[config.mk]
export PLATFORM = sky130hd
export DESIGN_NAME = rf_frame_buffer_addr_filter
export DESIGN_NICKNAME = d
export VERILOG_FILES = /design/src/design/rf_frame_buffer_pkg.sv /design/src/design/rf_frame_buffer_addr_filter.sv
export SDC_FILE = /design/constraint.sdc
export NUM_CORES = 2
export LEC_CHECK = 0
export BUFFER_PORTS_ARGS = -buffer_cell sky130_fd_sc_hd__buf_2
export CORE_MARGIN = 5
export CORE_UTILIZATION = 25
export DETAILED_ROUTE_END_ITERATION = 8
export PLACE_DENSITY = 0.42
export REMOVE_ABC_BUFFERS = 1
export SLEW_MARGIN = 0
export SYNTH_ARGS = -nofsm -noshare
export SYNTH_HDL_FRONTEND = slang
export SYNTH_SLANG_ARGS = --single-unit
[constraint.sdc]
create_clock -name core_clk -period 7 [get_ports core_clk]
set_input_delay 1.4 -clock core_clk [delete_from_list [all_inputs] [get_ports core_clk]]
set_output_delay 1.4 -clock core_clk [all_outputs]
set_load 0.005 [all_outputs]
[src/design/rf_frame_buffer_pkg.sv]
// Constants, register map and state types for the frame buffer and address filter
//
// Operation
// Mode zero buffered, other modes for test
// Buffer transmit bytes, prepend preamble automatically
// Host writes length byte first
// RAM peek reads without removing bytes
// Two start strobes; busy channel blocks one
// Preamble after twelve symbols, data after SFD
// Underflow flags, stops, sticky until flush
// Transmit buffer holds one frame only
// Sent frame stays for retransmission
// Write after send flushes; underflow needs flush
// Receive buffer holds several whole frames
// Supervision pins follow receive buffer only
// Serial mode bypasses buffers, 250 kHz clock
// Serial transmit samples rising, persists until off
// Serial receive clock idle until SFD
// Beacons need source PAN match or accept
// Destination PAN must match or broadcast
// Destination address must match or broadcast
// Source-only frames need coordinator and match
// Failed frame flushed, earlier frames kept
// Reserved types accepted when enabled, unchecked
// After reject, skip rest before hunting
// Length byte drives underflow detection
package rf_frame_buffer_pkg;

  // Register indices on the plain register port
  localparam logic [4:0] ADDR_CTRL_ZERO = 5'h00;
  localparam logic [4:0] ADDR_CTRL_ONE = 5'h01;
  localparam logic [4:0] ADDR_IO_ZERO = 5'h02;
  localparam logic [4:0] ADDR_SYNCWORD = 5'h03;
  localparam logic [4:0] ADDR_PAN_ID = 5'h04;
  localparam logic [4:0] ADDR_SHORT_ADDR = 5'h05;
  localparam logic [4:0] ADDR_EXT_ADDR0 = 5'h06;
  localparam logic [4:0] ADDR_STATUS = 5'h0a;
  localparam logic [4:0] ADDR_COMMAND = 5'h0b;
  localparam logic [4:0] ADDR_TX_QUEUE = 5'h0c;
  localparam logic [4:0] ADDR_RX_QUEUE = 5'h0d;
  localparam logic [4:0] ADDR_PEEK_PTR = 5'h0e;
  localparam logic [4:0] ADDR_PEEK_DATA = 5'h0f;

  // Field positions
  localparam int CTRL0_ADR_DECODE = 0;
  localparam int CTRL0_RESERVED_MODE = 1;
  localparam int CTRL0_COORDINATOR = 2;
  localparam int CTRL0_PREAMBLE_LSB = 4;
  localparam int CTRL1_TX_MODE_LSB = 0;
  localparam int CTRL1_RX_MODE_LSB = 2;
  localparam int IO0_BEACON_ACCEPT = 7;
  localparam int CMD_GO = 0;
  localparam int CMD_IF_CLEAR = 1;
  localparam int CMD_FLUSH = 2;
  localparam int CMD_OFF = 3;

  // Reset values
  localparam logic [15:0] CTRL0_RST = 16'h0041;
  localparam logic [15:0] CTRL1_RST = 16'h0000;
  localparam logic [15:0] IO0_RST = 16'h0040;
  localparam logic [15:0] SYNCWORD_RST = 16'ha70f;

  // Modes and frame types
  localparam logic [1:0] MODE_BUFFERED = 2'h0;
  localparam logic [1:0] MODE_SERIAL = 2'h1;
  localparam logic [2:0] FT_BEACON = 3'h0;
  localparam logic [2:0] FT_DATA = 3'h1;
  localparam logic [2:0] FT_COMMAND = 3'h3;
  localparam logic [15:0] PAN_BROADCAST = 16'hffff;
  localparam logic [7:0] QUEUE_DEPTH = 8'h80;

  // Timing
  localparam int CLK_PERIOD_NS = 8;
  localparam int SYMBOL_NS = 16000;
  localparam int TX_START_SYMBOLS = 12;
  localparam int SYMBOL_CYCLES = SYMBOL_NS / CLK_PERIOD_NS;
  localparam int TX_START_CYCLES = TX_START_SYMBOLS * SYMBOL_CYCLES;
  localparam int SERIAL_CLK_KHZ = 250;
  localparam int SERIAL_HALF_CYCLES = (1000000 / CLK_PERIOD_NS) / (2 * SERIAL_CLK_KHZ);

  typedef enum logic [2:0] {TX_IDLE, TX_WAIT, TX_PRE, TX_SFD, TX_DATA, TX_SERIAL} txState_t;
  typedef enum logic [1:0] {RX_HUNT, RX_LEN, RX_BODY, RX_SKIP} rxState_t;

endpackage

[src/design/rf_frame_buffer_addr_filter.sv]
// Transmit and receive frame queues, serial test mode and hardware address filter
`timescale 1ns/1ps
`default_nettype none
module rf_frame_buffer_addr_filter
  import rf_frame_buffer_pkg::*;
#(
  parameter int START_CYCLES = TX_START_CYCLES
) (
  input wire logic core_clk,
  input wire logic srst,
  input wire logic [4:0] regAddr,
  input wire logic [15:0] regWrData,
  input wire logic regWr,
  input wire logic regRd,
  output logic [15:0] regRdData,
  input wire logic channelBusy,
  input wire logic modemByteReq,
  output logic [7:0] txByte,
  output logic txByteValid,
  output logic txUnderflowStatus,
  input wire logic [7:0] rxByte,
  input wire logic rxByteValid,
  input wire logic rxSfdFound,
  output logic queueHasData,
  output logic queueThresholdPin,
  input wire logic serialDataIn,
  output logic serialDataOut,
  output logic serialDataOe_n,
  output logic serialTxBit,
  output logic serialTxBitValid
);

  typedef struct packed {
    txState_t txState;
    logic [15:0] txWait;
    logic [7:0] txPtrW;
    logic [7:0] txPtrR;
    logic [6:0] txLen;
    logic txUnderflow;
    logic txDone;
    logic [3:0] txPreCnt;
    logic txSfdHigh;
    logic [7:0] txByte;
    logic txByteValid;
    rxState_t rxState;
    logic [7:0] rxWr;
    logic [7:0] rxRd;
    logic [7:0] rxStart;
    logic [6:0] rxLen;
    logic [6:0] rxIdx;
    logic [15:0] fcf;
    logic dpOk, dpBc;
    logic daOk, daBc;
    logic spOk;
    logic decided;
    logic serClk;
    logic [8:0] serDiv;
    logic [7:0] serShift;
    logic [3:0] serBits;
    logic sync1;
    logic sync2;
    logic serialOut;
    logic serialTxBit;
    logic serialTxBitValid;
    logic [15:0] ctrl0;
    logic [15:0] ctrl1;
    logic [15:0] io0;
    logic [15:0] syncWord;
    logic [15:0] panId;
    logic [15:0] shortAddr;
    logic [63:0] extAddr;
    logic [6:0] peek;
    logic [15:0] rdData;
    logic hasData;
    logic thresh;
  } state_t;

  state_t st, next_st;
  logic [7:0] txRam [128];
  logic [7:0] rxRam [128];
  logic txWe, rxWe;
  logic [6:0] txWAddr, rxWAddr;
  logic [7:0] txWData, rxWData;

  // Mode and field decode
  logic [1:0] txMode, rxMode, dm, sm;
  logic [2:0] ft;
  logic [7:0] rxCount, txNeed;
  logic [6:0] dpEnd, daEnd, spEnd, addrEnd, k;
  logic cmdWr, txQWr, flushCmd, goCmd, reject, accept, serRise, serFall, serActive;
  assign txMode = st.ctrl1[CTRL1_TX_MODE_LSB +: 2];
  assign rxMode = st.ctrl1[CTRL1_RX_MODE_LSB +: 2];
  assign dm = st.fcf[11:10];
  assign sm = st.fcf[15:14];
  assign ft = st.fcf[2:0];
  assign rxCount = st.rxWr - st.rxRd;
  assign cmdWr = regWr && (regAddr == ADDR_COMMAND);
  assign txQWr = regWr && (regAddr == ADDR_TX_QUEUE);
  assign flushCmd = cmdWr && regWrData[CMD_FLUSH];
  // Busy channel masks the conditional start strobe
  assign goCmd = cmdWr && (regWrData[CMD_GO] || (regWrData[CMD_IF_CLEAR] && !channelBusy));
  // Stored bytes that make a whole frame: length byte plus payload, FCS added later
  assign txNeed = (st.txLen < 7'd2) ? 8'h01 : {1'b0, st.txLen} - 8'h01;
  // Address field boundaries, counted in MPDU bytes from the first FCF byte
  assign dpEnd = (dm != 2'h0) ? 7'd5 : 7'd3;
  assign daEnd = dpEnd + ((dm == 2'h2) ? 7'd2 : (dm == 2'h3) ? 7'd8 : 7'd0);
  assign spEnd = daEnd + ((sm != 2'h0 && !st.fcf[6]) ? 7'd2 : 7'd0);
  assign addrEnd = spEnd + ((sm == 2'h2) ? 7'd2 : (sm == 2'h3) ? 7'd8 : 7'd0);
  assign serActive = (st.txState == TX_SERIAL) ||
                     (rxMode == MODE_SERIAL && st.rxState inside {RX_LEN, RX_BODY});
  assign serRise = serActive && !st.serClk && (st.serDiv == 9'(SERIAL_HALF_CYCLES - 1));
  assign serFall = serActive && st.serClk && (st.serDiv == 9'(SERIAL_HALF_CYCLES - 1));

  // Filter verdict from the collected match flags
  always_comb begin
    accept = 1'b1;
    if (ft[2]) begin
      accept = st.ctrl0[CTRL0_RESERVED_MODE];
    end else begin
      if (ft == FT_BEACON && !(st.spOk || st.io0[IO0_BEACON_ACCEPT])) begin
        accept = 1'b0;
      end
      if (dm != 2'h0 && !((st.dpOk || st.dpBc) && (st.daOk || (st.daBc && dm == 2'h2)))) begin
        accept = 1'b0;
      end
      if (dm == 2'h0 && sm != 2'h0 && (ft == FT_DATA || ft == FT_COMMAND) &&
          !(st.ctrl0[CTRL0_COORDINATOR] && st.spOk)) begin
        accept = 1'b0;
      end
    end
  end

  // Next-state logic for the whole block
  always_comb begin
    next_st = st;
    txWe = 1'b0;
    txWAddr = st.txPtrW[6:0];
    txWData = regWrData[7:0];
    rxWe = 1'b0;
    rxWAddr = st.rxWr[6:0];
    rxWData = rxByte;
    reject = 1'b0;
    k = st.rxIdx;
    next_st.txByteValid = 1'b0;
    next_st.serialTxBitValid = 1'b0;
    next_st.sync1 = serialDataIn;
    next_st.sync2 = st.sync1;
    // Configuration writes
    if (regWr) begin
      unique case (regAddr)
        ADDR_CTRL_ZERO: next_st.ctrl0 = regWrData;
        ADDR_CTRL_ONE: next_st.ctrl1 = regWrData;
        ADDR_IO_ZERO: next_st.io0 = regWrData;
        ADDR_SYNCWORD: next_st.syncWord = regWrData;
        ADDR_PAN_ID: next_st.panId = regWrData;
        ADDR_SHORT_ADDR: next_st.shortAddr = regWrData;
        ADDR_PEEK_PTR: next_st.peek = regWrData[6:0];
        default: begin
          if (regAddr >= ADDR_EXT_ADDR0 && regAddr < ADDR_STATUS) begin
            next_st.extAddr[16 * (regAddr - ADDR_EXT_ADDR0) +: 16] = regWrData;
          end
        end
      endcase
    end
    // Host reads answer one cycle later; peek leaves the queue untouched
    next_st.rdData = 16'h0000;
    if (regRd) begin
      unique case (regAddr)
        ADDR_CTRL_ZERO: next_st.rdData = st.ctrl0;
        ADDR_CTRL_ONE: next_st.rdData = st.ctrl1;
        ADDR_IO_ZERO: next_st.rdData = st.io0;
        ADDR_SYNCWORD: next_st.rdData = st.syncWord;
        ADDR_PAN_ID: next_st.rdData = st.panId;
        ADDR_SHORT_ADDR: next_st.rdData = st.shortAddr;
        ADDR_STATUS: next_st.rdData = {rxCount, 4'h0, st.txDone,
                                       st.txState != TX_IDLE, 1'b0, st.txUnderflow};
        ADDR_PEEK_PTR: next_st.rdData = {9'h000, st.peek};
        ADDR_PEEK_DATA: next_st.rdData = {8'h00, txRam[st.peek]};
        ADDR_RX_QUEUE: begin
          if (rxCount != 8'h00) begin
            next_st.rdData = {8'h00, rxRam[st.rxRd[6:0]]};
            next_st.rxRd = st.rxRd + 8'h01;
          end
        end
        default: begin
          if (regAddr >= ADDR_EXT_ADDR0 && regAddr < ADDR_STATUS) begin
            next_st.rdData = st.extAddr[16 * (regAddr - ADDR_EXT_ADDR0) +: 16];
          end
        end
      endcase
    end
    // Host loads the transmit queue; the first byte is the frame length
    if (txQWr && !st.txUnderflow) begin
      if (st.txDone) begin
        txWAddr = 7'h00;
        txWe = 1'b1;
        next_st.txPtrW = 8'h01;
        next_st.txPtrR = 8'h00;
        next_st.txDone = 1'b0;
        next_st.txLen = regWrData[6:0];
      end else if (st.txPtrW == 8'h00) begin
        txWe = 1'b1;
        next_st.txPtrW = 8'h01;
        next_st.txLen = regWrData[6:0];
      end else if (st.txPtrW < txNeed && st.txPtrW < QUEUE_DEPTH) begin
        txWe = 1'b1;
        next_st.txPtrW = st.txPtrW + 8'h01;
      end
    end
    // Transmit sequencer
    unique case (st.txState)
      TX_IDLE: begin
        if (goCmd) begin
          next_st.txState = TX_WAIT;
          next_st.txWait = 16'(START_CYCLES - 1);
        end
      end
      TX_WAIT: begin
        next_st.txWait = st.txWait - 16'h0001;
        if (st.txWait == 16'h0000) begin
          next_st.txState = TX_PRE;
          next_st.txPreCnt = st.ctrl0[CTRL0_PREAMBLE_LSB +: 4];
        end
      end
      TX_PRE: begin
        if (modemByteReq) begin
          next_st.txByte = 8'h00;
          next_st.txByteValid = 1'b1;
          next_st.txPreCnt = st.txPreCnt - 4'h1;
          if (st.txPreCnt <= 4'h1) begin
            next_st.txState = TX_SFD;
            next_st.txSfdHigh = 1'b0;
          end
        end
      end
      TX_SFD: begin
        if (modemByteReq) begin
          next_st.txByte = st.txSfdHigh ? st.syncWord[15:8] : st.syncWord[7:0];
          next_st.txByteValid = 1'b1;
          next_st.txSfdHigh = 1'b1;
          if (st.txSfdHigh) begin
            next_st.txState = (txMode == MODE_SERIAL) ? TX_SERIAL : TX_DATA;
          end
        end
      end
      TX_DATA: begin
        if (modemByteReq) begin
          if (st.txPtrR >= st.txPtrW) begin
            next_st.txUnderflow = 1'b1;
            next_st.txState = TX_IDLE;
          end else begin
            next_st.txByte = txRam[st.txPtrR[6:0]];
            next_st.txByteValid = 1'b1;
            next_st.txPtrR = st.txPtrR + 8'h01;
            if (st.txPtrR + 8'h01 >= txNeed) begin
              next_st.txDone = 1'b1;
              next_st.txPtrR = 8'h00;
              next_st.txState = TX_IDLE;
            end
          end
        end
      end
      TX_SERIAL: begin
        if (serRise) begin
          next_st.serialTxBit = st.sync2;
          next_st.serialTxBitValid = 1'b1;
        end
        if (cmdWr && regWrData[CMD_OFF]) begin
          next_st.txState = TX_IDLE;
        end
      end
      default: next_st.txState = TX_IDLE;
    endcase
    if (cmdWr && regWrData[CMD_OFF] && st.txState != TX_SERIAL) begin
      next_st.txState = TX_IDLE;
    end
    // Flush empties the queue and is the only clear of underflow
    if (flushCmd) begin
      next_st.txPtrW = 8'h00;
      next_st.txPtrR = 8'h00;
      next_st.txDone = 1'b0;
      next_st.txUnderflow = 1'b0;
      next_st.txState = TX_IDLE;
    end
    // Receive framing and filtering
    unique case (st.rxState)
      RX_HUNT: begin
        if (rxSfdFound) begin
          next_st.rxState = RX_LEN;
          next_st.rxStart = st.rxWr;
        end
      end
      RX_LEN: begin
        if (rxByteValid) begin
          next_st.rxLen = rxByte[6:0];
          next_st.rxIdx = 7'h00;
          next_st.decided = (rxByte[6:0] == 7'h00);
          {next_st.dpOk, next_st.dpBc} = 2'b11;
          {next_st.daOk, next_st.daBc} = 2'b11;
          next_st.spOk = 1'b1;
          next_st.rxState = (rxByte[6:0] == 7'h00) ? RX_HUNT : RX_BODY;
          rxWe = (rxMode == MODE_BUFFERED);
        end
      end
      RX_BODY: begin
        if (rxByteValid) begin
          rxWe = (rxMode == MODE_BUFFERED);
          next_st.rxIdx = st.rxIdx + 7'h01;
          if (st.rxIdx == 7'h00) next_st.fcf[7:0] = rxByte;
          if (st.rxIdx == 7'h01) next_st.fcf[15:8] = rxByte;
          // Byte-wise comparison of address fields
          if (st.rxIdx >= 7'd3 && st.rxIdx < dpEnd) begin
            k = st.rxIdx - 7'd3;
            if (rxByte != st.panId[8 * k[0] +: 8]) next_st.dpOk = 1'b0;
            if (rxByte != 8'hff) next_st.dpBc = 1'b0;
          end else if (st.rxIdx >= dpEnd && st.rxIdx < daEnd) begin
            k = st.rxIdx - dpEnd;
            if (dm == 2'h2) begin
              if (rxByte != st.shortAddr[8 * k[0] +: 8]) next_st.daOk = 1'b0;
              if (rxByte != 8'hff) next_st.daBc = 1'b0;
            end else if (rxByte != st.extAddr[8 * k[2:0] +: 8]) begin
              next_st.daOk = 1'b0;
            end
          end else if (st.rxIdx >= daEnd && st.rxIdx < spEnd) begin
            k = st.rxIdx - daEnd;
            if (rxByte != st.panId[8 * k[0] +: 8]) begin
              next_st.spOk = 1'b0;
            end
          end
          if (st.rxIdx + 7'h01 == st.rxLen) begin
            next_st.rxState = RX_HUNT;
          end
        end
        // Verdict once the address fields or the frame are complete
        if (!st.decided && st.rxIdx >= 7'd2 &&
            (st.rxIdx >= addrEnd || st.rxState != next_st.rxState)) begin
          next_st.decided = 1'b1;
          if (st.ctrl0[CTRL0_ADR_DECODE] && rxMode == MODE_BUFFERED && !accept) begin
            reject = 1'b1;
          end
        end
        if (reject) begin
          rxWe = 1'b0;
          next_st.rxWr = st.rxStart;
          next_st.rxState = (next_st.rxIdx == st.rxLen) ? RX_HUNT : RX_SKIP;
        end
      end
      RX_SKIP: begin
        if (rxByteValid) begin
          next_st.rxIdx = st.rxIdx + 7'h01;
          if (st.rxIdx + 7'h01 == st.rxLen) begin
            next_st.rxState = RX_HUNT;
          end
        end
      end
    endcase
    if (rxWe) begin
      if (rxCount < QUEUE_DEPTH) begin
        next_st.rxWr = st.rxWr + 8'h01;
      end else begin
        rxWe = 1'b0;
      end
    end
    if (st.rxState == RX_BODY && next_st.rxState == RX_HUNT && !reject) begin
      next_st.rxStart = next_st.rxWr;
    end
    // Serial clock: idle low until a frame is active
    if (serActive) begin
      next_st.serDiv = (st.serDiv == 9'(SERIAL_HALF_CYCLES - 1)) ? 9'h000 : st.serDiv + 9'h001;
      if (st.serDiv == 9'(SERIAL_HALF_CYCLES - 1)) next_st.serClk = !st.serClk;
    end else begin
      next_st.serDiv = 9'h000;
      next_st.serClk = 1'b0;
    end
    // Serial receive: bytes bypass the queue, bits change on the falling edge
    if (rxMode == MODE_SERIAL && rxByteValid && st.rxState inside {RX_LEN, RX_BODY}) begin
      next_st.serShift = rxByte;
      next_st.serBits = 4'h8;
    end else if (serFall && st.serBits != 4'h0) begin
      next_st.serialOut = st.serShift[0];
      next_st.serShift = {1'b0, st.serShift[7:1]};
      next_st.serBits = st.serBits - 4'h1;
    end
    // Supervision pins reflect only the receive queue
    next_st.hasData = (next_st.rxWr != next_st.rxRd);
    next_st.thresh = ((next_st.rxWr - next_st.rxRd) > {1'b0, st.io0[6:0]});
  end

  // State register and queue memories
  always_ff @(posedge core_clk) begin
    if (srst) begin
      st <= '0;
      st.ctrl0 <= CTRL0_RST;
      st.ctrl1 <= CTRL1_RST;
      st.io0 <= IO0_RST;
      st.syncWord <= SYNCWORD_RST;
    end else begin
      st <= next_st;
    end
    if (txWe) txRam[txWAddr] <= txWData;
    if (rxWe) rxRam[rxWAddr] <= rxWData;
  end

  // Outputs straight from the state register; pins turn into clock and data in serial mode
  logic serialPins;
  assign serialPins = (txMode == MODE_SERIAL) || (rxMode == MODE_SERIAL);
  assign regRdData = st.rdData;
  assign txByte = st.txByte;
  assign txByteValid = st.txByteValid;
  assign txUnderflowStatus = st.txUnderflow;
  assign queueHasData = serialPins ? st.serialOut : st.hasData;
  assign queueThresholdPin = serialPins ? st.serClk : st.thresh;
  assign serialDataOut = st.serialOut;
  assign serialDataOe_n = !(rxMode == MODE_SERIAL && st.txState != TX_SERIAL);
  assign serialTxBit = st.serialTxBit;
  assign serialTxBitValid = st.serialTxBitValid;

  // Checks
  logic [15:0] waitCount;
  always_ff @(posedge core_clk) begin
    if (srst || st.txState != TX_WAIT) waitCount <= 16'h0000;
    else waitCount <= waitCount + 16'h0001;
  end
  property p_start_delay;
    @(posedge core_clk) disable iff (srst)
      (st.txState == TX_WAIT && next_st.txState == TX_PRE && !flushCmd)
        |-> waitCount == 16'(START_CYCLES - 1);
  endproperty
  a_start_delay: assert property (p_start_delay) else $error("preamble start delay wrong");
  property p_busy_ignored;
    @(posedge core_clk) disable iff (srst)
      (st.txState == TX_IDLE && cmdWr && regWrData == 16'h0002 && channelBusy)
        |=> st.txState == TX_IDLE;
  endproperty
  a_busy_ignored: assert property (p_busy_ignored) else $error("busy channel started tx");
  property p_underflow_sticky;
    @(posedge core_clk) disable iff (srst) (st.txUnderflow && !flushCmd) |=> st.txUnderflow;
  endproperty
  a_underflow_sticky: assert property (p_underflow_sticky) else $error("underflow lost");
  property p_flush_clears;
    @(posedge core_clk) disable iff (srst)
      flushCmd |=> !st.txUnderflow && st.txPtrW == 8'h00 && st.txState == TX_IDLE;
  endproperty
  a_flush_clears: assert property (p_flush_clears) else $error("flush incomplete");
  property p_refill;
    @(posedge core_clk) disable iff (srst)
      $rose(st.txDone) |-> st.txPtrR == 8'h00 && st.txPtrW == $past(st.txPtrW);
  endproperty
  a_refill: assert property (p_refill) else $error("frame not kept for resend");
  property p_write_after_done;
    @(posedge core_clk) disable iff (srst)
      (txQWr && st.txDone && !st.txUnderflow) |=> st.txPtrW == 8'h01 && !st.txDone;
  endproperty
  a_write_after_done: assert property (p_write_after_done) else $error("no auto flush");
  property p_no_write_underflow;
    @(posedge core_clk) disable iff (srst) (txQWr && st.txUnderflow) |=> $stable(st.txPtrW);
  endproperty
  a_no_write_underflow: assert property (p_no_write_underflow) else $error("write after underflow");
  property p_reject_rewind;
    @(posedge core_clk) disable iff (srst) reject |=> st.rxWr == $past(st.rxStart);
  endproperty
  a_reject_rewind: assert property (p_reject_rewind) else $error("rejected frame kept");
  property p_skip_no_hunt;
    @(posedge core_clk) disable iff (srst)
      (st.rxState == RX_SKIP && !rxByteValid) |=> st.rxState == RX_SKIP;
  endproperty
  a_skip_no_hunt: assert property (p_skip_no_hunt) else $error("hunt during skip");
  property p_serial_idle;
    @(posedge core_clk) disable iff (srst)
      (rxMode == MODE_SERIAL && st.txState != TX_SERIAL && st.rxState == RX_HUNT)[*2]
        |-> !queueThresholdPin;
  endproperty
  a_serial_idle: assert property (p_serial_idle) else $error("serial clock not idle");
  property p_pins_rx_only;
    @(posedge core_clk) disable iff (srst)
      (txMode == MODE_BUFFERED && rxMode == MODE_BUFFERED) |-> queueHasData == (rxCount != 8'h00);
  endproperty
  a_pins_rx_only: assert property (p_pins_rx_only) else $error("queue pin wrong");
  c_underflow: cover property (@(posedge core_clk) disable iff (srst) $rose(st.txUnderflow));
  c_tx_done: cover property (@(posedge core_clk) disable iff (srst) $rose(st.txDone));
  c_reject: cover property (@(posedge core_clk) disable iff (srst) reject);
  c_serial_tx: cover property (@(posedge core_clk) disable iff (srst) st.serialTxBitValid);

endmodule
`default_nettype wire

==> results.py <==
metrics = {
    "finish": {
        "final_cell_mix": "2,048 x edfxtp_1, 928 x mux4_2, 429 x nor2_1, 425 x nand2_1, 347 x a21oi_1",
        "finalNetCount": 6525,
        "syn2layout_area_growth_pct": 14.6,
        "drive_gt1_share_pct": 25.4,
        "final_util_pct": 28.7,
        "final_common_cell": "edfxtp_1",
    },
    "power_and_ir_drop": {
        "combinationalPowerShare_pct": 3.5,
        "peakVddDrop_mv": 0.177,
        "clockPowerShare_pct": 44.8,
        "power_w": 0.0301,
        "p_int_w": 0.0234,
        "p_sw_w": 0.00662,
        "p_sw_share_pct": 22.0,
        "power_frac_seq_pct": 51.6,
        "powerDensity_mw_per_mm2": 247,
        "p_leak_nw": 35.8,
    },
    "global_route": {
        "grtUsageMet1_pct": 20.4,
        "grt_antenna_before_repair": 17,
        "grt_pass1_wl_microns": 482000,
        "use_met3_pct": 1.86,
        "grt_start_max_net_pins": 112,
        "grt_usage_pct": 15.2,
        "gr-usage-met2_pct": 25.9,
        "grt.overflow.total": 0,
        "grt_pass1_vias": 60900,
        "top_usage_layer": "met2",
    },
    "timing": {
        "clock_skew_ns": 0.0431,
        "relSlewSlack_pct": 5.62,
        "min_period_over_period_pct": 90.2,
        "layout_min_cycle_time_ns": 6.31,
        "grt_setup_unrepaired": "false",
        "max_freq_mhz": 158,
        "max_slew.worst_pin.slew_ns": 1.38,
        "final-setup-viol-count": 0,
        "hold_violations": 0,
        "fin_tns_setup_ns": 0,
        "maxSlewViolCount": 0,
    },
    "clock_tree": {
        "cts.sinks": 2379,
        "clk_pin_slew_ns": 0.06,
        "cts-resized-gates": 0,
        "clock_latency_ns": 0.86,
        "htreeDepth": 5,
        "cts_buffers": 270,
        "postCtsHoldBufs": 0,
        "cts_root_buf": "clkbuf_16",
        "clk_path_buf_depth": 4,
        "cts_tree": "built",
        "cts_post_setup_buffers_inserted": 0,
    },
    "route": {
        "drt_first_iter_violations": 5239,
        "via_per_inst": 4.89,
        "drc": 0,
        "final_antenna_net_count": 0,
        "via_count": 59900,
        "dr.pass1.iters": 8,
        "wl_per_cell_microns": 27.9,
        "routed_wl_microns": 342000,
    },
    "status": {
        "status": "completed",
    },
    "hold_path": {
        "hp-start": "next_st[188]$_SDFF_PP0_",
        "hp-class": "reg -> reg",
    },
    "setup_path": {
        "worstSetupEndpointType": "flip-flop",
        "cp.required_ns": 7.72,
        "crit_path_start_kind": "flip-flop",
        "critPathKind": "reg -> reg",
        "worst_path_max_delay_cell": "fa_1",
        "crit_fanout": 9,
        "crit_top_cell": "ha_1",
        "crit_arrival_ns": 7.03,
        "timing.rr.start": "dm[1]$_SDFFE_PP0P_",
        "max_stage_delay_ns": 0.45,
        "cp-startpoint": "dm[1]$_SDFFE_PP0P_",
    },
    "synth": {
        "synth_edf_count": 2048,
        "seq_area_frac_synth_pct": 64.2,
        "yosys_register_bits": 2379,
        "synth_ff_type": "edfxtp_1",
        "avgSynthCellArea_sq_um": 16.9,
        "ys_warn_count": 0,
        "synth_area_sq_mm": 0.106,
        "ys_types": 97,
        "synthCells": 6294,
        "synthArstFlopShare_pct": 0,
    },
    "place": {
        "place.gp.congestion": 0.798,
        "dp_hpwl_microns": 223000,
        "io_buffer_count": 69,
    },
    "floorplanning": {
        "die_w_microns": 662,
        "die_y_microns": 662,
        "rows": 239,
        "initial_utilization_pct": 25.1,
        "coreArea_sq_mm": 0.423,
        "design.die.area_sq_mm": 0.438,
        "ios": 70,
    },
    "run": {
        "drv_cap": 0,
    },
}
==> layer usage <==
metal	vias up	routed length (microns)
met5	-	13
met4	2	9250
met3	399	15000
met2	1673	170000
met1	32200	148000
li1	25600	-
==> cell type report <==
| type | count | area (sq um) |
|---|---|---|
| Clock inverter | 116 | 870 |
| Antenna cell | 18 | 45.0 |
| Tap cell | 5663 | 7090 |
| Multi-Input combinational cell | 3385 | 35800 |
| Timing Repair Buffer | 270 | 2190 |
| Clock buffer | 353 | 7260 |
| Fill cell | 42200 | 302000 |
| Inverter | 75 | 282 |
| Sequential cell | 2379 | 68200 |
==> synthesized netlist by cell type (26+ instances only) <==
master    instances  share of area (%)
a211oi_1         29               0.21
a21oi_1         347                1.6
a22oi_1          55               0.39
a31oi_1          31               0.18
buf_1            44               0.16
buf_2           101               0.48
buf_4            38               0.27
clkbuf_1        267               0.94
dfxtp_1         331                6.2
edfxtp_1       2048                 58
ha_1            103                1.2
inv_1            74               0.26
mux2_2           65               0.69
mux2i_1         132                1.2
mux4_2          928                 20
nand2_1         425                1.5
nand2b_1         30               0.18
nand3_1         164               0.77
nand4_1          26               0.15
nor2_1          431                1.5
nor2b_1          39               0.23
nor3_1           60               0.28
o21ai_0         119               0.56
xnor2_1          57               0.47
xor2_1           39               0.32
==> worst max-delay path: cells and delay by family (launching register included) <==
| family | cells | cell delay, ns |
|---|---|---|
| AND/OR/NAND/NOR | 3 | 0.28 |
| adder cells (fa/ha/maj) | 8 | 2.23 |
| flip-flops | 1 | 0.44 |
| buffers and inverters | 2 | 0.17 |
| XOR/XNOR | 3 | 0.46 |
| AO/OA/AOI/OAI | 16 | 2.59 |
==> state kept, by name, summed over array words and instances (netlist names), named ones only <==
register and flops:
txByte 8, txUnderflowStatus 1, rxWAddr 7, sm 2, serialDataOut 1, dm 2, serialTxBit 1, serialTxBitValid 1
rxRam 1024, txByteValid 1, ft 3, st 278, next_st 1, rxMode 2, regRdData 16, txRam 1024
==> power groups by stage <==
stage | registers [W] | logic [W] | clock network (W)
6_report | 0.0155 | 0.00107 | 0.0135
5_1_grt | 0.0155 | 0.00116 | 0.0144
4_1_cts | 0.0155 | 0.00108 | 0.0138
3_5_place_dp | 0.0158 | 0.00108 | 0
3_3_place_gp | 0.0158 | 0.00106 | 0
2_1_floorplan | 0.0158 | 0.000526 | 0
==> worst paths after layout <==
check	to	slack, ns	depth (start not counted)
max	st[0]$_SDFF_PP0_	0.69	32
min	st[188]$_SDFF_PP0_	0.44	1
max reg2reg	st[0]$_SDFF_PP0_	0.69	32
min reg2reg	st[188]$_SDFF_PP0_	0.44	1
==> cell families after synthesis <==
group | after synthesis | share of synthesized area (%)
AO/OA/AOI/OAI | 733 | 4.28
AND/OR/NAND/NOR | 1323 | 5.66
other | 1 | 0.00353
flip-flops | 2379 | 64.2
buffers and inverters | 531 | 2.17
multiplexers | 1125 | 21.6
XOR/XNOR | 96 | 0.792
adder cells (fa/ha/maj) | 106 | 1.27
==> per-stage QoR <==
step	std cells	instance area (sq um)	hold WS (ns)	setup WS (ns)
2_1_floorplan	5839	104000	0.414	-9.75
3_5_place_dp	11800	113000	0.428	0.682
4_1_cts	12200	122000	0.443	0.663
3_3_place_gp	11800	113000	0.438	0.587
5_1_grt	12300	122000	0.470	0.173
6_report	12300	122000	0.438	0.687
No activity file was read; power rests on OpenSTA's default activity.
